===== src/inc/ohc_pkg.sv =====
// Shared constants and types for the operating hours counter.
package ohc_pkg;

  // ----------------------------------------------------------------
  // Register byte offsets
  // ----------------------------------------------------------------
  localparam int unsigned ADDR_W       = 5;
  localparam logic [4:0]  OFF_CTRL     = 5'h00;
  localparam logic [4:0]  OFF_INTERVAL = 5'h04;
  localparam logic [4:0]  OFF_TOTAL    = 5'h08;
  localparam logic [4:0]  OFF_REMAIN   = 5'h0C;
  localparam logic [4:0]  OFF_STATUS   = 5'h10;
  localparam logic [4:0]  OFF_IRQ_STAT = 5'h14;
  localparam logic [4:0]  OFF_IRQ_MASK = 5'h18;

  // ----------------------------------------------------------------
  // Field positions and reset values
  // ----------------------------------------------------------------
  localparam int unsigned CTRL_MODE    = 0;
  localparam int unsigned CTRL_RUN     = 1;
  localparam int unsigned CTRL_EXT     = 2;
  localparam int unsigned IV_MIN_LSB   = 16;
  localparam int unsigned TOT_MIN_LSB  = 24;
  localparam int unsigned IRQ_ZERO     = 0;
  localparam int unsigned IRQ_SAT      = 1;
  localparam logic [2:0]  CTRL_RST     = 3'h0;
  localparam logic [1:0]  IRQ_MASK_RST = 2'h0;
  localparam logic [1:0]  RESP_OKAY    = 2'h0;
  localparam logic [1:0]  RESP_SLVERR  = 2'h2;

  // ----------------------------------------------------------------
  // Widths and limits of the time values
  // ----------------------------------------------------------------
  localparam int unsigned IV_HRS_W   = 14;
  localparam int unsigned TOT_HRS_W  = 17;
  localparam int unsigned MIN_W      = 6;
  localparam int unsigned IV_TOT_W   = 20;
  localparam int unsigned OT_TOT_W   = 23;
  localparam logic [13:0] IV_HRS_MAX  = 14'h270F;
  localparam logic [16:0] TOT_HRS_MAX = 17'h1869F;
  localparam logic [5:0]  MIN_MAX     = 6'h3B;

  // ----------------------------------------------------------------
  // Time base: one minute at the system clock rate
  // ----------------------------------------------------------------
  localparam longint unsigned MINUTE_S      = 60;
  localparam longint unsigned CLK_HZ        = 125_000_000;
  localparam int unsigned     TICK_W        = 33;
  localparam logic [32:0]     MINUTE_CYCLES = 33'(MINUTE_S * CLK_HZ);

  typedef enum logic [1:0] {
    OHC_STOP = 2'b00,
    OHC_CALC = 2'b01,
    OHC_RUN  = 2'b11
  } ohc_state_e;

endpackage : ohc_pkg


===== src/hw/ohc_top.sv =====
// Operating hours counter with AXI4-Lite registers and interrupt.
//
// Decided for this implementation: the address map and the AXI4-Lite interface to the registers.
`timescale 1ns/100ps
`default_nettype none

module ohc_top #(
  parameter logic [32:0] P_MINUTE_CYCLES = ohc_pkg::MINUTE_CYCLES
) (
  input  wire logic        i_clk_sys,      // System clock, 125 MHz.
  input  wire logic        i_rst_n,        // System reset, active low.
  input  wire logic        i_por_n,        // Retained-value power-on reset, active low.
  input  wire logic        i_en,           // Monitored enable input.
  input  wire logic        i_rst_interval, // Interval reset input.
  input  wire logic        i_clr_all,      // Clear-all input.
  input  wire logic [13:0] i_ext_hours,    // Interval hours from another block.
  input  wire logic [5:0]  i_ext_minutes,  // Interval minutes from another block.
  output logic             o_q,            // Switch output.
  output logic             o_irq,          // Interrupt, level.
  input  wire logic [4:0]  i_awaddr,       // AXI write address.
  input  wire logic        i_awvalid,      // AXI write address valid.
  output logic             o_awready,      // AXI write address ready.
  input  wire logic [31:0] i_wdata,        // AXI write data.
  input  wire logic [3:0]  i_wstrb,        // AXI write strobes.
  input  wire logic        i_wvalid,       // AXI write data valid.
  output logic             o_wready,       // AXI write data ready.
  output logic [1:0]       o_bresp,        // AXI write response.
  output logic             o_bvalid,       // AXI write response valid.
  input  wire logic        i_bready,       // AXI write response ready.
  input  wire logic [4:0]  i_araddr,       // AXI read address.
  input  wire logic        i_arvalid,      // AXI read address valid.
  output logic             o_arready,      // AXI read address ready.
  output logic [31:0]      o_rdata,        // AXI read data.
  output logic [1:0]       o_rresp,        // AXI read response.
  output logic             o_rvalid,       // AXI read data valid.
  input  wire logic        i_rready        // AXI read data ready.
);

  // ----------------------------------------------------------------
  // Helper functions
  // ----------------------------------------------------------------
  function automatic logic is_mapped(input logic [4:0] a);
    return (a == ohc_pkg::OFF_CTRL) || (a == ohc_pkg::OFF_INTERVAL) ||
           (a == ohc_pkg::OFF_TOTAL) || (a == ohc_pkg::OFF_REMAIN) ||
           (a == ohc_pkg::OFF_STATUS) || (a == ohc_pkg::OFF_IRQ_STAT) ||
           (a == ohc_pkg::OFF_IRQ_MASK);
  endfunction : is_mapped

  function automatic logic [5:0] clamp_min(input logic [5:0] m);
    return (m > ohc_pkg::MIN_MAX) ? ohc_pkg::MIN_MAX : m;
  endfunction : clamp_min

  // ----------------------------------------------------------------
  // Reset release
  // ----------------------------------------------------------------
  logic rst_meta, rst_n_s, por_meta, por_n_s;

  // Both resets assert at once and release through two flip-flops.
  always_ff @(posedge i_clk_sys or negedge i_rst_n) begin
    if (!i_rst_n) begin
      rst_meta <= 1'b0;
      rst_n_s  <= 1'b0;
    end else begin
      rst_meta <= 1'b1;
      rst_n_s  <= rst_meta;
    end
  end

  always_ff @(posedge i_clk_sys or negedge i_por_n) begin
    if (!i_por_n) begin
      por_meta <= 1'b0;
      por_n_s  <= 1'b0;
    end else begin
      por_meta <= 1'b1;
      por_n_s  <= por_meta;
    end
  end

  // ----------------------------------------------------------------
  // Declarations
  // ----------------------------------------------------------------
  logic [4:0]  awaddr_reg;
  logic        aw_full, w_full, wr_fire;
  logic [31:0] wdata_reg;
  logic [3:0]  wstrb_reg;
  logic [2:0]  ctrl_reg;
  logic [13:0] iv_hrs_reg;
  logic [5:0]  iv_min_reg;
  logic [1:0]  irq_stat_reg, irq_mask_reg, irq_evt;
  logic [16:0] tot_hrs_reg;
  logic [5:0]  tot_min_reg;
  logic [19:0] remaining_time_reg, iv_prev_reg;
  logic [13:0] iv_hrs;
  logic [5:0]  iv_min;
  logic [19:0] service_interval;
  logic [22:0] total_minutes;
  logic        rint_prev, clr_prev, rint_rise, clr_rise;
  logic        tick, div_start, div_done, q_next, tot_sat, run_bit;
  logic        iv_changed, reload, preset_wr;
  logic [19:0] div_rem;
  logic [31:0] rd_data;
  ohc_pkg::ohc_state_e state_reg;

  assign run_bit = ctrl_reg[ohc_pkg::CTRL_RUN];
  assign wr_fire = aw_full & w_full & ~o_bvalid;

  // ----------------------------------------------------------------
  // AXI4-Lite write channel
  // ----------------------------------------------------------------
  // Address and data are caught independently; either may come first.
  always_ff @(posedge i_clk_sys or negedge rst_n_s) begin
    if (!rst_n_s) begin
      aw_full    <= 1'b0;
      o_awready  <= 1'b1;
      awaddr_reg <= '0;
    end else if (i_awvalid && o_awready) begin
      aw_full    <= 1'b1;
      o_awready  <= 1'b0;
      awaddr_reg <= i_awaddr;
    end else if (wr_fire) begin
      aw_full    <= 1'b0;
      o_awready  <= 1'b1;
    end
  end

  always_ff @(posedge i_clk_sys or negedge rst_n_s) begin
    if (!rst_n_s) begin
      w_full    <= 1'b0;
      o_wready  <= 1'b1;
      wdata_reg <= '0;
      wstrb_reg <= '0;
    end else if (i_wvalid && o_wready) begin
      w_full    <= 1'b1;
      o_wready  <= 1'b0;
      wdata_reg <= i_wdata;
      wstrb_reg <= i_wstrb;
    end else if (wr_fire) begin
      w_full    <= 1'b0;
      o_wready  <= 1'b1;
    end
  end

  // The response is held until the master takes it, which also blocks the next write.
  always_ff @(posedge i_clk_sys or negedge rst_n_s) begin
    if (!rst_n_s) begin
      o_bvalid <= 1'b0;
      o_bresp  <= ohc_pkg::RESP_OKAY;
    end else if (wr_fire) begin
      o_bvalid <= 1'b1;
      o_bresp  <= is_mapped(awaddr_reg) ? ohc_pkg::RESP_OKAY : ohc_pkg::RESP_SLVERR;
    end else if (i_bready) begin
      o_bvalid <= 1'b0;
    end
  end

  // ----------------------------------------------------------------
  // Control registers
  // ----------------------------------------------------------------
  // Interval fields are clamped on write so they never leave their range.
  always_ff @(posedge i_clk_sys or negedge rst_n_s) begin
    if (!rst_n_s) begin
      ctrl_reg     <= ohc_pkg::CTRL_RST;
      iv_hrs_reg   <= '0;
      iv_min_reg   <= '0;
      irq_mask_reg <= ohc_pkg::IRQ_MASK_RST;
    end else if (wr_fire && wstrb_reg == 4'hF) begin
      unique case (awaddr_reg)
        ohc_pkg::OFF_CTRL: ctrl_reg <= wdata_reg[2:0];
        ohc_pkg::OFF_INTERVAL: begin
          iv_hrs_reg <= (wdata_reg[13:0] > ohc_pkg::IV_HRS_MAX) ? ohc_pkg::IV_HRS_MAX
                                                                  : wdata_reg[13:0];
          iv_min_reg <= clamp_min(wdata_reg[ohc_pkg::IV_MIN_LSB +: 6]);
        end
        ohc_pkg::OFF_IRQ_MASK: irq_mask_reg <= wdata_reg[1:0];
        default: ;
      endcase
    end
  end

  // Events win over a write-one clear in the same cycle.
  always_ff @(posedge i_clk_sys or negedge rst_n_s) begin
    if (!rst_n_s) begin
      irq_stat_reg <= '0;
      o_irq        <= 1'b0;
    end else begin
      if (wr_fire && awaddr_reg == ohc_pkg::OFF_IRQ_STAT && wstrb_reg[0]) begin
        irq_stat_reg <= (irq_stat_reg & ~wdata_reg[1:0]) | irq_evt;
      end else begin
        irq_stat_reg <= irq_stat_reg | irq_evt;
      end
      o_irq <= |(irq_stat_reg & irq_mask_reg);
    end
  end

  // ----------------------------------------------------------------
  // Effective interval and input edges
  // ----------------------------------------------------------------
  // An out-of-range value from another block is rounded to the nearest valid one.
  assign iv_hrs = ctrl_reg[ohc_pkg::CTRL_EXT] ?
                  ((i_ext_hours > ohc_pkg::IV_HRS_MAX) ? ohc_pkg::IV_HRS_MAX : i_ext_hours)
                  : iv_hrs_reg;
  assign iv_min = ctrl_reg[ohc_pkg::CTRL_EXT] ? clamp_min(i_ext_minutes) : iv_min_reg;
  assign service_interval = 20'({iv_hrs, 6'h00}) - 20'({iv_hrs, 2'h0}) + 20'(iv_min);
  assign total_minutes = 23'({tot_hrs_reg, 6'h00}) - 23'({tot_hrs_reg, 2'h0})
                       + 23'(tot_min_reg);

  assign rint_rise  = i_rst_interval & ~rint_prev;
  assign clr_rise   = i_clr_all & ~clr_prev;
  assign iv_changed = (state_reg == ohc_pkg::OHC_RUN) && (service_interval != iv_prev_reg);
  assign reload     = rint_rise | clr_rise | iv_changed;
  assign preset_wr  = wr_fire && awaddr_reg == ohc_pkg::OFF_TOTAL && wstrb_reg == 4'hF &&
                      !run_bit && state_reg == ohc_pkg::OHC_STOP;
  assign tot_sat    = (tot_hrs_reg == ohc_pkg::TOT_HRS_MAX);

  // Previous input levels and interval for edge and change detection.
  always_ff @(posedge i_clk_sys or negedge rst_n_s) begin
    if (!rst_n_s) begin
      rint_prev   <= 1'b0;
      clr_prev    <= 1'b0;
      iv_prev_reg <= '0;
    end else begin
      rint_prev   <= i_rst_interval;
      clr_prev    <= i_clr_all;
      iv_prev_reg <= service_interval;
    end
  end

  // ----------------------------------------------------------------
  // Sequencer: stop, start-up calculation, run
  // ----------------------------------------------------------------
  assign div_start = (state_reg == ohc_pkg::OHC_STOP) && run_bit && (service_interval != '0);

  always_ff @(posedge i_clk_sys or negedge rst_n_s) begin
    if (!rst_n_s) begin
      state_reg <= ohc_pkg::OHC_STOP;
    end else begin
      unique case (state_reg)
        ohc_pkg::OHC_STOP: begin
          if (div_start) state_reg <= ohc_pkg::OHC_CALC;
          else if (run_bit) state_reg <= ohc_pkg::OHC_RUN;
        end
        ohc_pkg::OHC_CALC: begin
          if (!run_bit) state_reg <= ohc_pkg::OHC_STOP;
          else if (div_done) state_reg <= ohc_pkg::OHC_RUN;
        end
        ohc_pkg::OHC_RUN: if (!run_bit) state_reg <= ohc_pkg::OHC_STOP;
        default: state_reg <= ohc_pkg::OHC_STOP;
      endcase
    end
  end

  ohc_divmod #(
    .NW (ohc_pkg::OT_TOT_W),
    .DW (ohc_pkg::IV_TOT_W)
  ) u_divmod (
    .i_clk_sys  (i_clk_sys),
    .i_rst_n    (rst_n_s),
    .i_start    (div_start),
    .i_dividend (total_minutes),
    .i_divisor  (service_interval),
    .o_done     (div_done),
    .o_rem      (div_rem)
  );

  ohc_tick #(
    .W (ohc_pkg::TICK_W)
  ) u_tick (
    .i_clk_sys (i_clk_sys),
    .i_rst_n   (rst_n_s),
    .i_period  (P_MINUTE_CYCLES),
    .o_tick    (tick)
  );

  // ----------------------------------------------------------------
  // Retained time values
  // ----------------------------------------------------------------
  // These sit on the power-on reset only, so a system reset keeps them.
  always_ff @(posedge i_clk_sys or negedge por_n_s) begin
    if (!por_n_s) begin
      tot_hrs_reg <= '0;
      tot_min_reg <= '0;
    end else if (clr_rise) begin
      tot_hrs_reg <= '0;
      tot_min_reg <= '0;
    end else if (preset_wr) begin
      tot_hrs_reg <= (wdata_reg[16:0] > ohc_pkg::TOT_HRS_MAX) ? ohc_pkg::TOT_HRS_MAX
                                                               : wdata_reg[16:0];
      tot_min_reg <= clamp_min(wdata_reg[ohc_pkg::TOT_MIN_LSB +: 6]);
    end else if (tick && i_en && run_bit && !tot_sat) begin
      if (tot_min_reg == ohc_pkg::MIN_MAX) begin
        tot_min_reg <= '0;
        tot_hrs_reg <= tot_hrs_reg + 17'h00001;
      end else begin
        tot_min_reg <= tot_min_reg + 6'h01;
      end
    end
  end

  // Remaining time in minutes; the start-up result fits the offset phase.
  always_ff @(posedge i_clk_sys or negedge por_n_s) begin
    if (!por_n_s) begin
      remaining_time_reg <= '0;
    end else if (reload) begin
      remaining_time_reg <= service_interval;
    end else if (div_done && state_reg == ohc_pkg::OHC_CALC) begin
      remaining_time_reg <= service_interval - div_rem;
    end else if (state_reg == ohc_pkg::OHC_STOP && run_bit && service_interval == '0) begin
      remaining_time_reg <= '0;
    end else if (state_reg == ohc_pkg::OHC_RUN && tick && i_en && !i_rst_interval &&
                 !i_clr_all && remaining_time_reg != '0) begin
      remaining_time_reg <= remaining_time_reg - 20'h00001;
    end
  end

  // ----------------------------------------------------------------
  // Switch output and events
  // ----------------------------------------------------------------
  assign q_next = (state_reg == ohc_pkg::OHC_RUN) && (remaining_time_reg == '0) &&
                  !reload && !i_rst_interval && !i_clr_all &&
                  (i_en || !ctrl_reg[ohc_pkg::CTRL_MODE]);
  assign irq_evt = {tick && i_en && run_bit && !tot_sat && tot_min_reg == ohc_pkg::MIN_MAX &&
                    tot_hrs_reg == ohc_pkg::TOT_HRS_MAX - 17'h00001,
                    q_next && !o_q};

  always_ff @(posedge i_clk_sys or negedge rst_n_s) begin
    if (!rst_n_s) begin
      o_q <= 1'b0;
    end else begin
      o_q <= q_next;
    end
  end

  // ----------------------------------------------------------------
  // AXI4-Lite read channel
  // ----------------------------------------------------------------
  always_comb begin
    rd_data = '0;
    unique case (i_araddr)
      ohc_pkg::OFF_CTRL:     rd_data[2:0] = ctrl_reg;
      ohc_pkg::OFF_INTERVAL: rd_data = {10'h000, iv_min, 2'h0, iv_hrs};
      ohc_pkg::OFF_TOTAL:    rd_data = {2'h0, tot_min_reg, 7'h00, tot_hrs_reg};
      ohc_pkg::OFF_REMAIN:   rd_data[19:0] = remaining_time_reg;
      ohc_pkg::OFF_STATUS:   rd_data[4:0] = {tot_sat, i_en, state_reg, o_q};
      ohc_pkg::OFF_IRQ_STAT: rd_data[1:0] = irq_stat_reg;
      ohc_pkg::OFF_IRQ_MASK: rd_data[1:0] = irq_mask_reg;
      default:               rd_data = '0;
    endcase
  end

  // One read at a time; the address is refused while data wait.
  always_ff @(posedge i_clk_sys or negedge rst_n_s) begin
    if (!rst_n_s) begin
      o_arready <= 1'b1;
      o_rvalid  <= 1'b0;
      o_rdata   <= '0;
      o_rresp   <= ohc_pkg::RESP_OKAY;
    end else if (i_arvalid && o_arready) begin
      o_arready <= 1'b0;
      o_rvalid  <= 1'b1;
      o_rdata   <= rd_data;
      o_rresp   <= is_mapped(i_araddr) ? ohc_pkg::RESP_OKAY : ohc_pkg::RESP_SLVERR;
    end else if (o_rvalid && i_rready) begin
      o_rvalid  <= 1'b0;
      o_arready <= 1'b1;
    end
  end

endmodule : ohc_top
`default_nettype wire


===== src/hw/ohc_tick.sv =====
// One-minute tick divider for the operating hours counter.
`timescale 1ns/100ps
`default_nettype none

module ohc_tick #(
  parameter int unsigned W = 33
) (
  input  wire logic         i_clk_sys, // System clock.
  input  wire logic         i_rst_n,   // Synchronised reset, active low.
  input  wire logic [W-1:0] i_period,  // Cycles per tick.
  output logic              o_tick     // One-cycle pulse per period.
);

  logic [W-1:0] cnt_reg;

  // Free-running count; the pulse comes from a flip-flop.
  always_ff @(posedge i_clk_sys or negedge i_rst_n) begin
    if (!i_rst_n) begin
      cnt_reg <= '0;
      o_tick  <= 1'b0;
    end else if (cnt_reg >= i_period - W'(1)) begin
      cnt_reg <= '0;
      o_tick  <= 1'b1;
    end else begin
      cnt_reg <= cnt_reg + W'(1);
      o_tick  <= 1'b0;
    end
  end

endmodule : ohc_tick
`default_nettype wire


===== src/hw/ohc_divmod.sv =====
// Serial restoring remainder unit, one quotient bit per cycle.
`timescale 1ns/100ps
`default_nettype none

module ohc_divmod #(
  parameter int unsigned NW = 23,
  parameter int unsigned DW = 20
) (
  input  wire logic          i_clk_sys,  // System clock.
  input  wire logic          i_rst_n,    // Synchronised reset, active low.
  input  wire logic          i_start,    // Start pulse, takes operands.
  input  wire logic [NW-1:0] i_dividend, // Numerator.
  input  wire logic [DW-1:0] i_divisor,  // Non-zero divisor.
  output logic               o_done,     // One-cycle pulse, result valid.
  output logic [DW-1:0]      o_rem       // Remainder, registered.
);

  logic [NW-1:0] num_reg;
  logic [DW:0]   part_reg;
  logic [DW-1:0] div_reg;
  logic [5:0]    left_reg;
  logic [DW:0]   shifted;

  assign shifted = {part_reg[DW-1:0], num_reg[NW-1]};

  // Shift the numerator in MSB first and subtract when the divisor fits.
  always_ff @(posedge i_clk_sys or negedge i_rst_n) begin
    if (!i_rst_n) begin
      num_reg  <= '0;
      part_reg <= '0;
      div_reg  <= '0;
      left_reg <= '0;
      o_done   <= 1'b0;
      o_rem    <= '0;
    end else begin
      o_done <= 1'b0;
      if (i_start) begin
        num_reg  <= i_dividend;
        div_reg  <= i_divisor;
        part_reg <= '0;
        left_reg <= 6'(NW);
      end else if (left_reg != 6'h00) begin
        num_reg  <= {num_reg[NW-2:0], 1'b0};
        part_reg <= (shifted >= {1'b0, div_reg}) ? shifted - {1'b0, div_reg} : shifted;
        left_reg <= left_reg - 6'h01;
        if (left_reg == 6'h01) begin
          o_done <= 1'b1;
          o_rem  <= (shifted >= {1'b0, div_reg}) ? DW'(shifted - {1'b0, div_reg})
                                                 : DW'(shifted);
        end
      end
    end
  end

endmodule : ohc_divmod
`default_nettype wire


===== config.mk =====
export PLATFORM = sky130hd
export DESIGN_NAME = ohc_top
export DESIGN_NICKNAME = d
export VERILOG_FILES = /design/src/inc/ohc_pkg.sv /design/src/hw/ohc_top.sv /design/src/hw/ohc_tick.sv /design/src/hw/ohc_divmod.sv
export SDC_FILE = /design/constraint.sdc
export NUM_CORES = 1
export LEC_CHECK = 0
export BUFFER_PORTS_ARGS = -buffer_cell sky130_fd_sc_hd__buf_2
export CORE_AREA = 2 2 268 164
export DETAILED_ROUTE_END_ITERATION = 10
export DIE_AREA = 0 0 270 166
export GPL_TIMING_DRIVEN = 0
export SETUP_SLACK_MARGIN = 0.4
export SYNTH_ARGS = -nofsm -noshare
export SYNTH_HDL_FRONTEND = slang
export SYNTH_SLANG_ARGS = --single-unit

===== constraint.sdc =====
create_clock -name i_clk_sys -period 8.25 [get_ports i_clk_sys]
set_clock_uncertainty 0.2 [all_clocks]
set_input_delay 0.4125 -clock i_clk_sys [delete_from_list [all_inputs] [get_ports i_clk_sys]]
set_output_delay 0.4125 -clock i_clk_sys [all_outputs]
set_load 0.02 [all_outputs]

# == Yosys cells after proc, flatten, opt, wreduce, memory -nomap -nowiden ==
# Index checks and enable logic that the tools add are counted.
# word_totals
register_bits,306
inputBits,77
# op_classes
addsub,11
n_lt_le_gt_ge,8
n_eq_ne,23
muxes,59
bitwise,15
n_reduce_logical,75
# op_table
operator,count
two-way mux 20 bit,8
two-way mux 17 bit,5
two-way mux 6 bit,10
two-way mux 23 bit,2
one-hot mux 15 bit (3 select lines),1
two-way mux 14 bit,3
logical NOT 20 bit,2
nonzero test 20 bit,2
subtractor 20 bit,2
== test 17 bit (second input constant),2
adder 33 x 1 -> 33 bit (second input constant),1
>= comparator 33 bit (second input constant),1
two-way mux 33 bit,1
logical AND 1 bit,32
== test 5 bit (second input constant),6
greater-than comparator 14 bit (second input constant),2
adder 23 x 6 -> 23 bit,1
subtractor 23 x 19 -> 23 bit,1
>= comparator 21 x 20 -> 1 bit,1
adder 20 x 6 -> 20 bit,1
== test 5 x 4 -> 1 bit (second input constant),4
inequality test 20 bit,1
one-hot mux 10 bit (2 select lines),1
subtractor 20 x 1 -> 20 bit (second input constant),1
other kinds (38),100

# == Longest topological paths before layout ==
# Gate-level depths: netlist (run 1).
# depth
word_depth,16
depth_mapped,25
mapped_depth_nobuf,23

# == Modules after synthesis ==
# A second synthesis (run 1) with hierarchy kept.
# unflattened
cells_unflattened,2236
hier_area_um2,20141.8
# by_module_without_submodules
module,instances,cells_each,area_each_um2,seq_area_each_um2
ohc_top,1,1374,12236.7,4357.9
ohc_divmod,1,538,5032.3,2252.2
ohc_tick,1,324,2872.8,850.8

# == Worst setup path after synthesis (run 1) ==
# OpenSTA, ideal clock, no wires.
# synth_path
path_kind,input -> register
from,in i_ext_hours[7]
to,reg remaining_time_reg[16]
setup_time_ns,0.125
arrival_ns,5.142
setup_slack_ns,2.783
path_stages,24
path_cell_list,or4_1 > buf_2 > a211oi_2 > nor2_1 > inv_1 > ha_1 > o21a_1 > nor2_1 > a221o_2 > a21oi_4 > xor2_1 > inv_1 > ha_1 > a21o_1 > a21o_1 > a21oi_1 > o21ai_0 > a211o_1 > a31oi_1 > xor2_1 > nor2_1 > or3_1 > o221a_1 > mux2_2
# synth_between
elab_chain_len,10
word_cells_on_any_way,15
cone_classes,add/sub (3); order compare (1); eq/ne (1); mux (5); bitwise (1); reduce/logical (4)
# synth_lines
element,line_no,source
start: declaration,ohc_top.sv:16,"input wire logic [13:0] i_ext_hours,"
greater-than comparator 14 bit *,ohc_top.sv:200,((i_ext_hours > ohc_pkg::IV_HRS_MAX) ? ohc_pkg::IV_HRS_MAX : i_ext_hours)
two-way mux 14 bit *,ohc_top.sv:200,
two-way mux 14 bit *,ohc_top.sv:199,assign iv_hrs = ctrl_reg[ohc_pkg::CTRL_EXT] ?
subtractor 20 x 16 -> 20 bit *,ohc_top.sv:203,"assign service_interval = 20'({iv_hrs, 6'h00}) - 20'({iv_hrs, 2'h0}) + 20'(iv_min);"
adder 20 x 6 -> 20 bit *,ohc_top.sv:203,
via service_interval[8],ohc_top.sv:95,logic [19:0] service_interval;
branches (longest 5 deep; another with subtractor 20 bit),n/a,
end signal: assignment,ohc_top.sv:304,remaining_time_reg <= service_interval;
end signal: assignment,ohc_top.sv:306,remaining_time_reg <= service_interval - div_rem;
end signal: assignment,ohc_top.sv:311,remaining_time_reg <= remaining_time_reg - 20'h00001;
end: declaration,ohc_top.sv:92,"logic [19:0] remaining_time_reg, iv_prev_reg;"
# Mark *: on every way through the listed nets, which the timed path passes.
# A chain may end at the register's enable or synchronous reset.

# == Worst setup path in the final report (run 1) ==
# layout_path
from,reg ctrl_reg[2]
to,reg remaining_time_reg[16]
# layout_between
elab_chain_len,8
word_cells_on_any_way,14
cone_classes,add/sub (3); eq/ne (1); mux (5); bitwise (1); reduce/logical (4)
# layout_lines
element,line_no,source
start: declaration,ohc_top.sv:86,logic [2:0] ctrl_reg;
start signal: assignment,ohc_top.sv:162,ctrl_reg <= ohc_pkg::CTRL_RST;
start signal: assignment,ohc_top.sv:168,ohc_pkg::OFF_CTRL: ctrl_reg <= wdata_reg[2:0];
two-way mux 14 bit,ohc_top.sv:199,
subtractor 20 x 16 -> 20 bit,ohc_top.sv:203,
adder 20 x 6 -> 20 bit *,ohc_top.sv:203,
via service_interval[15],ohc_top.sv:95,
branches (longest 5 deep; another with subtractor 20 bit),n/a,
# Marked as above.

==> results.cfg, run 1 <==
[outcome]
status = finished, final reports clean

[hold_path]
hp-class = reg -> async

[power_and_ir_drop]
switching_share_pct = 38.8
p_comb_share_pct = 40.7
p_total_mw = 6.02
p_leak_nw = 9.65
p_sw_mw = 2.34
ir_worst_vdd_mv = 0.155
intPower_mw = 3.69
p_clk_share_pct = 23.6
seqPwrFrac_pct = 35.7
power.density_nw_per_um2 = 282

[final_layout]
fin_nets = 2402
fin_cells = 2851
layout-drive-gt1-share_pct = 12.7
fin_area_um2 = 21400
area_growth_pct = 15.9
largest_register_ffs = 33

[worst_setup_path]
critPathMaxStageDelay_ns = 0.75
critPathLaunchType = flip-flop
crit_type = reg -> reg
worstPathMaxFanout = 10
worst_setup_path_end_kind = flip-flop
cp.arrival_ns = 7.72
crit_chain = buf_2, buf_2, buf_4, clkbuf_1, mux2i_1, o21ai_1, inv_1, ha_1, clkbuf_1, a21o_1, a2111oi_0, o21ai_0, a221o_2, xnor2_1, inv_1, ha_1, a31oi_1, xor2_1, nor2_1, or3_1, o221a_1, mux2_2
critPathSlowestCell = a2111oi_0
crit_required_ns = 8.53

[timing]
hold_viol = 0
fmax_ghz = 0.134
slew-limit-headroom_pct = 29.4
setup_violations = 0
slew_violations = 0
worst_pin_slew_ns = 1.06
grt_setup_unrepaired = false
min_period_ns = 7.44
min_period_over_period_pct = 90.2

[grt]
grt_pass1_wl_um = 94000
grt_max_degree = 71
track_usage_pct = 26.7
grt_pass1_vias = 15922
grt_overflow_total = 0
antenna_found_initial = 5

[route]
via_per_inst = 5.77
drc = 0
wl_met3_um = 5650
postRouteAntennaNets = 0
firstDrtPassIters = 7
top_layer = met5
wl_per_cell_um = 21.1
drt-initial-drc-count = 1546
wl_met1_um = 30100
wl_met2_um = 23400
wl_um = 60100
vias = 16452

[yosys]
ys_top_cells_by_count = dfrtp_1 (295), nand2_1 (261), nor2_1 (178), o21ai_0 (129), inv_1 (116)
yosysTopAreaCell = dfrtp_1
synth.avg_cell_area_um2 = 9.04
synth_seq_cells = 298
synth_cell_types = 104
syn_inst = 2043
synth_area_leaders = dfrtp_1 (40%), nand2_1 (5.3%), ha_1 (5.3%)
syn_area_um2 = 18500
ys_seq_area_share_pct = 40.4
synth_edf_count = 0
synth.most_common_cell = dfrtp_1
yosys.area.top_type_share_pct = 40.0
yosys_warnings = 0
async_flop_share_pct = 100
synthFlopType = dfrtp_1

[floorplanning]
core_um2 = 42600
dieWidth_um = 270
io_pins = 120
die_area_um2 = 44800
initial_utilization_pct = 43.3
rows = 59
die_y_um = 166

[clock_tree]
post_cts_resize_count = 0
cts_sinks = 298
cts_made_buffers = 31
clk_latency_ns = 0.60
cts_max_level = 1
clk_path_buf_depth = 3
path_clk_slew_ns = 0.06
cts_tree = done
cts_root_buffer = clkbuf_16

[place]
place.gp.congestion = 0.958
placed_cells = 2741
portBuffers = 109
dpl_cell_area_um2 = 19900
hpwlAfterDp_um = 46700

[job]
maxCapViolCount = 0
worst max-delay path, delay by kind of cell, from the launching register on:
family	cells	cell delay [ns]
AO/OA/AOI/OAI	7	2.55
adder cells (fa/ha/maj)	2	0.72
XOR/XNOR	2	0.73
AND/OR/NAND/NOR	2	0.45
multiplexers	2	0.45
buffers and inverters	7	1.89
flip-flops	1	0.32
cells in the final DEF (no fill, tap or decap), types with 8 or more instances in the layout:
master,instances
buf_2,124
a22oi_1,15
xor2_1,49
a211oi_1,40
buf_4,11
nor4_1,18
nand4_1,19
o211ai_1,11
mux2_2,44
clkbuf_16,31
ha_1,78
nor3_1,38
and3_1,22
o31ai_1,18
or3_1,10
clkbuf_8,8
a221oi_1,13
mux2i_1,50
o21ai_0,129
nand2b_1,12
or2_2,9
inv_1,116
nand2_1,261
nand3_1,67
clkbuf_1,66
o22ai_1,17
xnor2_1,83
dlygate4sd3_1,50
dfrtp_1,293
a31oi_1,28
o21a_1,19
and2_1,11
nor2_1,178
nor2b_1,27
a21boi_0,8
a21oi_1,76
a21o_1,31
conb_1,8
power groups by stage:
stage / clock (mW) / sequential (mW) / combinational (mW)
6_report: 1.42 / 2.15 / 2.45
5_1_grt: 1.52 / 2.19 / 2.71
4_1_cts: 1.45 / 2.14 / 2.43
3_5_place_dp: 0 / 2.16 / 2.39
3_3_place_gp: 0 / 2.18 / 2.31
2_1_floorplan: 0 / 2.08 / 1.81
area by class of cell:
type	count	area (µm²)
antenna	3	7.51
inverter	117	439
tap	579	724
clock inverter	8	90.1
multi-input combinational	1544	10200
sequential	298	7470
timing repair buffer	163	1150
clock buffer	49	923
fill	4069	21200
buffer	90	414
per-layer routing:
metal  vias up  global-route usage, %
li1       7694                      -
met1      8148                   41.8
met2       539                   36.3
met3        69                   7.66
met4         2                   4.71
met5         -                      0
logic make-up (layout without fill, tap and decap cells):
kind of cell / after synthesis / in the layout / share of synthesized area, %
AOI/OAI and AO/OA: 507 / 507 / 18.8
and+or+nand+nor: 714 / 714 / 18.1
buffers and inverters: 207 / 427 / 4.62
xor gates and xnor gates: 138 / 138 / 6.93
other: 2 / 11 / 0.0407
muxes: 96 / 96 / 5.58
adders and majority gates: 81 / 81 / 5.56
DFF: 298 / 298 / 40.4
what timing repair did:
item / CTS / global route
hold buffers: 50 / 0
endpoints found under the hold margin: 57 / 0
buffers inserted: 0 / 0
worst paths after layout:
kind | start | end | slack (ns) | cells after the start
worst max-delay path | ctrl_reg[2] | remaining_time_reg[16] | 0.81 | 22
worst min-delay path | por_n_s | tot_min_reg[1] | 0.07 | 1
worst max register to register | ctrl_reg[2] | remaining_time_reg[16] | 0.81 | 22
worst min register to register | por_n_s | tot_min_reg[1] | 0.07 | 1
max in group asynchronous | rst_n_s | o_wready | 6.72 | 1
min in group i_clk_sys | i_en | o_q | 0.07 | 3
metrics by stage:
| stage | util, % | setup TNS [ns] | setup WS, ns | hold slack (ns) |
|---|---|---|---|---|
| detailed placement | 46.6 | 0 | 0.862 | -0.0516 |
| CTS | 50.2 | 0 | 0.870 | 0.0483 |
| global placement | 46.4 | -705.04 | -2.89 | -0.00168 |
| global route | 50.2 | 0 | 0.404 | 0.0841 |
| finish | 50.2 | 0 | 0.805 | 0.0700 |
| floorplan | - | 0 | 0.482 | -0.0831 |
Power figures use the tool's default switching activity.
==> inputs of run 2 (changes only) <==
--- a/config.mk
+++ b/config.mk
@@ -6,10 +6,11 @@
 export NUM_CORES = 1
 export LEC_CHECK = 0
 export BUFFER_PORTS_ARGS = -buffer_cell sky130_fd_sc_hd__buf_2
-export CORE_AREA = 2 2 268 164
+export CORE_AREA = 2 2 354 216
 export DETAILED_ROUTE_END_ITERATION = 10
-export DIE_AREA = 0 0 270 166
+export DIE_AREA = 0 0 356 218
 export GPL_TIMING_DRIVEN = 0
+export PLACE_DENSITY = 0.45
 export SETUP_SLACK_MARGIN = 0.4
 export SYNTH_ARGS = -nofsm -noshare
 export SYNTH_HDL_FRONTEND = slang
==> results.cfg, run 2 (synthesized netlist as in run 1, its figures left out) <==
[outcome]
status = finished, final reports clean

[place]
place.gp.congestion = 0.956
placed_cells = 3163
dpl_cell_area_um2 = 20400
hpwlAfterDp_um = 52700
portBuffers = 109
place_ws_ns = 0.879

[floorplanning]
die_y_um = 218
io_pins = 120
die_area_um2 = 77600
rows = 78
core_um2 = 74600
initial_utilization_pct = 24.8
dieWidth_um = 356

[final_layout]
fin_area_um2 = 22000
area_growth_pct = 19.3
fin_nets = 2406
largest_register_ffs = 33
layout-drive-gt1-share_pct = 13.0
mostFrequentLayoutCell = dfrtp_1
fin_cells = 3277
postLayoutCoreUtil_pct = 29.5
layout_common_cells = dfrtp_1 (293), nand2_1 (261), nor2_1 (178)

[timing]
min_period_over_period_pct = 91.0
hold_ws_ns = 0.0300
fin_ws_ns = 0.741
grt_setup_unrepaired = false
slew_violations = 0
fin_tns_setup_ns = 0
fmax_ghz = 0.133
hold_viol = 0
setup_violations = 0
worst_pin_slew_ns = 1.22
min_period_ns = 7.51
slew-limit-headroom_pct = 17.6

[clock_tree]
cts_sinks = 298
cts_max_level = 2
path_clk_slew_ns = 0.07
clk_path_buf_depth = 3
clk_latency_ns = 0.55
cts_tree = done
cts_made_buffers = 34
cts_root_buffer = clkbuf_16
post_cts_buffers = 0

[route]
drt-initial-drc-count = 1491
drc = 0
firstDrtPassIters = 5
via_per_inst = 5.03
wl_um = 66900
vias = 16494
wl_per_cell_um = 20.4
postRouteAntennaNets = 0

[power_and_ir_drop]
power.density_nw_per_um2 = 282
p_total_mw = 6.21
ir_worst_vdd_mv = 0.128
p_leak_nw = 9.70

[grt]
grt_pass1_vias = 15861
grt_pass1_wl_um = 100000
antenna_found_initial = 3
grt_overflow_total = 0
track_usage_pct = 17.1
grt_max_degree = 69

[worst_setup_path]
cp.arrival_ns = 7.76
critPathLaunchType = flip-flop
critPathSlowestCell = or3_1
worst_setup_path_end_kind = flip-flop
worstPathMaxFanout = 10
crit_required_ns = 8.50
crit_type = reg -> reg
crit_chain = buf_2, buf_2, buf_4, clkinv_1, or3_1, o21ai_0, inv_1, ha_1, clkbuf_1, a21oi_2, o211a_1, o2111ai_1, or3_1, o21ai_0, nor4_1, a31oi_1, nand4_1, a2111oi_2, nand4_1, and2_4, clkbuf_1, o21ai_0
critPathMaxStageDelay_ns = 0.53
cp_common_cell = o21ai_0

[job]
maxCapViolCount = 0

[hold_path]
hp-class = reg -> async
[run 2: final cells by class]
type                            instances  area (µm²)
Antenna cell                            4        10.0
Buffer                                 90         414
Clock buffer                           48         973
Clock inverter                         12         121
Fill cell                            7888       52500
Inverter                              117         439
Multi-Input combinational cell       1544       10200
Sequential cell                       298        7470
Tap cell                             1000        1250
Timing Repair Buffer                  164        1180
[run 2: repair_timing]
| item | in CTS | in global routing |
|---|---|---|
| resized for setup | 0 | 1 |
| hold endpoints to repair | 59 | 0 |
| endpoints found under the setup margin | 0 | 10 |
| hold buffers | 50 | 0 |
[run 2: critical path, delay by kind of cell, from the launching register on]
family,cells,cell delay [ns]
AO/OA/AOI/OAI,8,2.60
adder cells (fa/ha/maj),1,0.33
buffers and inverters,7,1.83
flip-flops,1,0.34
AND/OR/NAND/NOR,6,2.12
[run 2: per-layer routing]
| layer | up-vias | wire (µm) | GRT usage (%) |
|---|---|---|---|
| li1 | 7696 | - | - |
| met1 | 8154 | 34800 | 27.9 |
| met3 | 69 | 7180 | 5.59 |
| met2 | 575 | 24300 | 21.1 |
| met5 | - | 0 | 0 |
| met4 | 0 | 713 | 2.45 |
[run 2: path summary, 6_finish.rpt]
| kind | from | to | slack (ns) | cells after the start |
|---|---|---|---|---|
| worst max-delay path | ctrl_reg[2] | remaining_time_reg[2] | 0.74 | 22 |
| worst min-delay path | rst_n_s | o_rdata[21] | 0.03 | 0 |
| worst max register to register | ctrl_reg[2] | remaining_time_reg[2] | 0.74 | 22 |
| worst min register to register | rst_n_s | o_rdata[21] | 0.03 | 0 |
| max in group asynchronous | rst_n_s | u_tick.cnt_reg[21] | 6.49 | 3 |
| min in group i_clk_sys | i_en | o_q | 0.14 | 3 |
[run 2: power by group]
part / leakage [nW] / total [mW] / switching (mW) / internal (mW)
registers: 3.77 / 2.16 / 0.335 / 1.83
logic: 5.40 / 2.50 / 1.44 / 1.06
clock network: 0.525 / 1.55 / 0.684 / 0.865
total: 9.70 / 6.21 / 2.46 / 3.75
==> inputs of run 3 (changes only) <==
--- a/config.mk
+++ b/config.mk
@@ -6,12 +6,13 @@
 export NUM_CORES = 1
 export LEC_CHECK = 0
 export BUFFER_PORTS_ARGS = -buffer_cell sky130_fd_sc_hd__buf_2
-export CORE_AREA = 2 2 354 216
+export CORE_AREA = 2 2 370 225
 export DETAILED_ROUTE_END_ITERATION = 10
-export DIE_AREA = 0 0 356 218
+export DIE_AREA = 0 0 372 227
 export GPL_TIMING_DRIVEN = 0
 export PLACE_DENSITY = 0.45
 export SETUP_SLACK_MARGIN = 0.4
 export SYNTH_ARGS = -nofsm -noshare
 export SYNTH_HDL_FRONTEND = slang
+export SYNTH_HIERARCHICAL = 1
 export SYNTH_SLANG_ARGS = --single-unit
==> results.cfg, run 3 <==
[outcome]
status = finished, final reports clean

[timing]
hold_viol = 0
min_period_over_period_pct = 87.7
setup_violations = 0
min_period_ns = 7.23
grt_setup_unrepaired = false
slew-limit-headroom_pct = 11.4
fin_ws_ns = 1.02
fmax_ghz = 0.138
slew_violations = 0
worst_pin_slew_ns = 1.33

[yosys]
synth_edf_count = 0
syn_inst = 2236
ys_top_cells_by_count = dfrtp_1 (295), nand2_1 (223), nor2_1 (183), o21ai_0 (154), inv_1 (116)
async_flop_share_pct = 100
synth.most_common_cell = dfrtp_1
synth.avg_cell_area_um2 = 9.01
yosys.area.top_type_share_pct = 36.7
synth_seq_cells = 298
synth_area_leaders = dfrtp_1 (37%), ha_1 (6.7%), xnor2_1 (4.4%)
synth_cell_types = 112
syn_area_um2 = 20100
yosysTopAreaCell = dfrtp_1
ys_seq_area_share_pct = 37.0
synthFlopType = dfrtp_1
yosys_warnings = 6

[worst_setup_path]
r2r_cells = 22
crit_required_ns = 8.51
crit_type = reg -> reg
critPathLaunchType = flip-flop
crit_end = u_divmod/div_reg[15]
worstPathMaxFanout = 10
worst_setup_path_end_kind = flip-flop
rr_endpoint = u_divmod/div_reg[15]
worstSetupStartpoint = ctrl_reg[2]
r2r-start = ctrl_reg[2]
r2r_slack_ns = 1.02
cp.arrival_ns = 7.49

[route]
wl_met1_um = 39800
wl_met3_um = 6420
drc = 0
via_per_inst = 4.99
vias = 18204
drt-initial-drc-count = 1544
wl_met2_um = 27800
wl_per_cell_um = 20.6
top_layer = met5
postRouteAntennaNets = 0
firstDrtPassIters = 6
wl_um = 75000

[clock_tree]
path_clk_slew_ns = 0.06
cts_sinks = 298
cts_max_level = 2
cts_root_buffer = clkbuf_16
clk_path_buf_depth = 3
cts_tree = done
clk_latency_ns = 0.55
cts_made_buffers = 34

[power_and_ir_drop]
ir_worst_vdd_mv = 0.130
p_total_mw = 6.86
power.density_nw_per_um2 = 284
p_leak_nw = 10.6

[floorplanning]
initial_utilization_pct = 24.9
core_um2 = 81000
rows = 81
io_pins = 120
dieWidth_um = 372
die_y_um = 227
die_area_um2 = 84400

[final_layout]
fin_area_um2 = 24200
largest_register_ffs = 33
fin_nets = 2730
mostFrequentLayoutCell = dfrtp_1
layout-drive-gt1-share_pct = 11.8
area_growth_pct = 20.0
layout_common_cells = dfrtp_1 (293), nand2_1 (223), nor2_1 (183)

[place]
hpwlAfterDp_um = 60200
portBuffers = 107
place.gp.congestion = 0.891
place_ws_ns = 0.764
dpl_cell_area_um2 = 22600

[job]
maxCapViolCount = 0

[grt]
grt_overflow_total = 0
track_usage_pct = 17.6
grt_pass1_wl_um = 113000
grt_max_degree = 64
grt_pass1_vias = 17429
antenna_found_initial = 7

[hold_path]
hp-class = reg -> async
-- run 3: cell types whose count changed after synthesis, sizes merged, moves of 24 or more --
cell and delta:
ha +30, o21ai +24, nor3 +38, nand4 +27, nand2 -38
-- run 3: worst min path at each step --
stage | start | end | slack, ns | cells past startpoint
finish | por_n_s | remaining_time_reg[17] | 0.03 | 0
global route | por_n_s | remaining_time_reg[17] | 0.06 | 0
CTS | por_n_s | remaining_time_reg[17] | 0.05 | 0
detailed placement | i_rst_n | rst_meta | 0.003 | 1
global placement | i_por_n | por_meta | -0.001 | 1
floorplan | i_por_n | por_meta | -0.08 | 0
-- run 3: layout make-up --
class	instances	area [µm²]
diodes	1	2.50
inverters	119	447
repair buffers	160	1150
clock buffers	48	985
flip-flops and latches	298	7470
clock inverters	13	110
fillers	8563	56800
well taps	1079	1350
plain buffers	101	459
multi-input cells	1829	12200
-- run 3: kinds of logic (layout without fill, tap and decap cells) --
logic type      after synthesis  in the layout  share of synthesized area (%)
compound gates              565            565                           19.2
xor+xnor                    157            157                           7.10
fa+ha+maj                   113            113                           7.07
buf+inv                     220            441                           4.50
flops                       298            298                           37.0
mux                         112            112                           5.94
other cells                   2            114                         0.0373
simple gates                769            769                           19.1
-- run 3: where the power goes --
group | switching (mW) | internal (mW) | total, mW | leakage (nW)
logic | 1.95 | 1.24 | 3.19 | 6.19
registers | 0.332 | 1.80 | 2.14 | 3.82
clock network | 0.658 | 0.871 | 1.53 | 0.538
-- run 3: timing repair --
item / 4_1_cts / 5_1_grt
resized for setup: 0 / 2
setup buffers: 0 / 0
hold endpoints to repair: 48 / 0
hold buffers: 48 / 0
setup endpoints to repair: 0 / 3
-- run 3: per-layer routing --
layer	up-vias	track usage (%)
met1	8950	28.5
li1	8626	-
met3	63	4.73
met2	561	22.7
met4	4	3.02
met5	-	0
-- run 3: through the flow --
stage | util [%] | TNS, ns | hold WS (ns) | std cells
CTS | 29.8 | 0 | 0.0458 | 3647
global route | 29.8 | 0 | 0.0624 | 3647
floorplan | - | 0 | -0.0831 | 2347
finish | 29.8 | 0 | 0.0338 | 3648
detailed placement | 27.9 | 0 | 0.00267 | 3538
global placement | 27.7 | -728.05 | -0.00118 | 3533
-- run 3: critical path, cell delays in order, from the launching register on --
cell	delay, ns
dfrtp_1	0.37
buf_6	0.14
inv_1	0.08
clkbuf_1	0.39
a211oi_1	0.11
a21oi_1	0.68
inv_1	0.11
ha_1	0.30
clkbuf_1	0.40
and3_1	0.37
o22ai_1	0.13
a21boi_1	0.38
o21ai_0	0.14
a221oi_1	0.26
o21ai_0	0.18
a31oi_2	0.51
nor4_2	0.12
nand4b_2	0.28
nor2b_1	0.51
clkbuf_1	0.56
clkbuf_1	0.56
nand2_1	0.21
o21ai_0	0.14
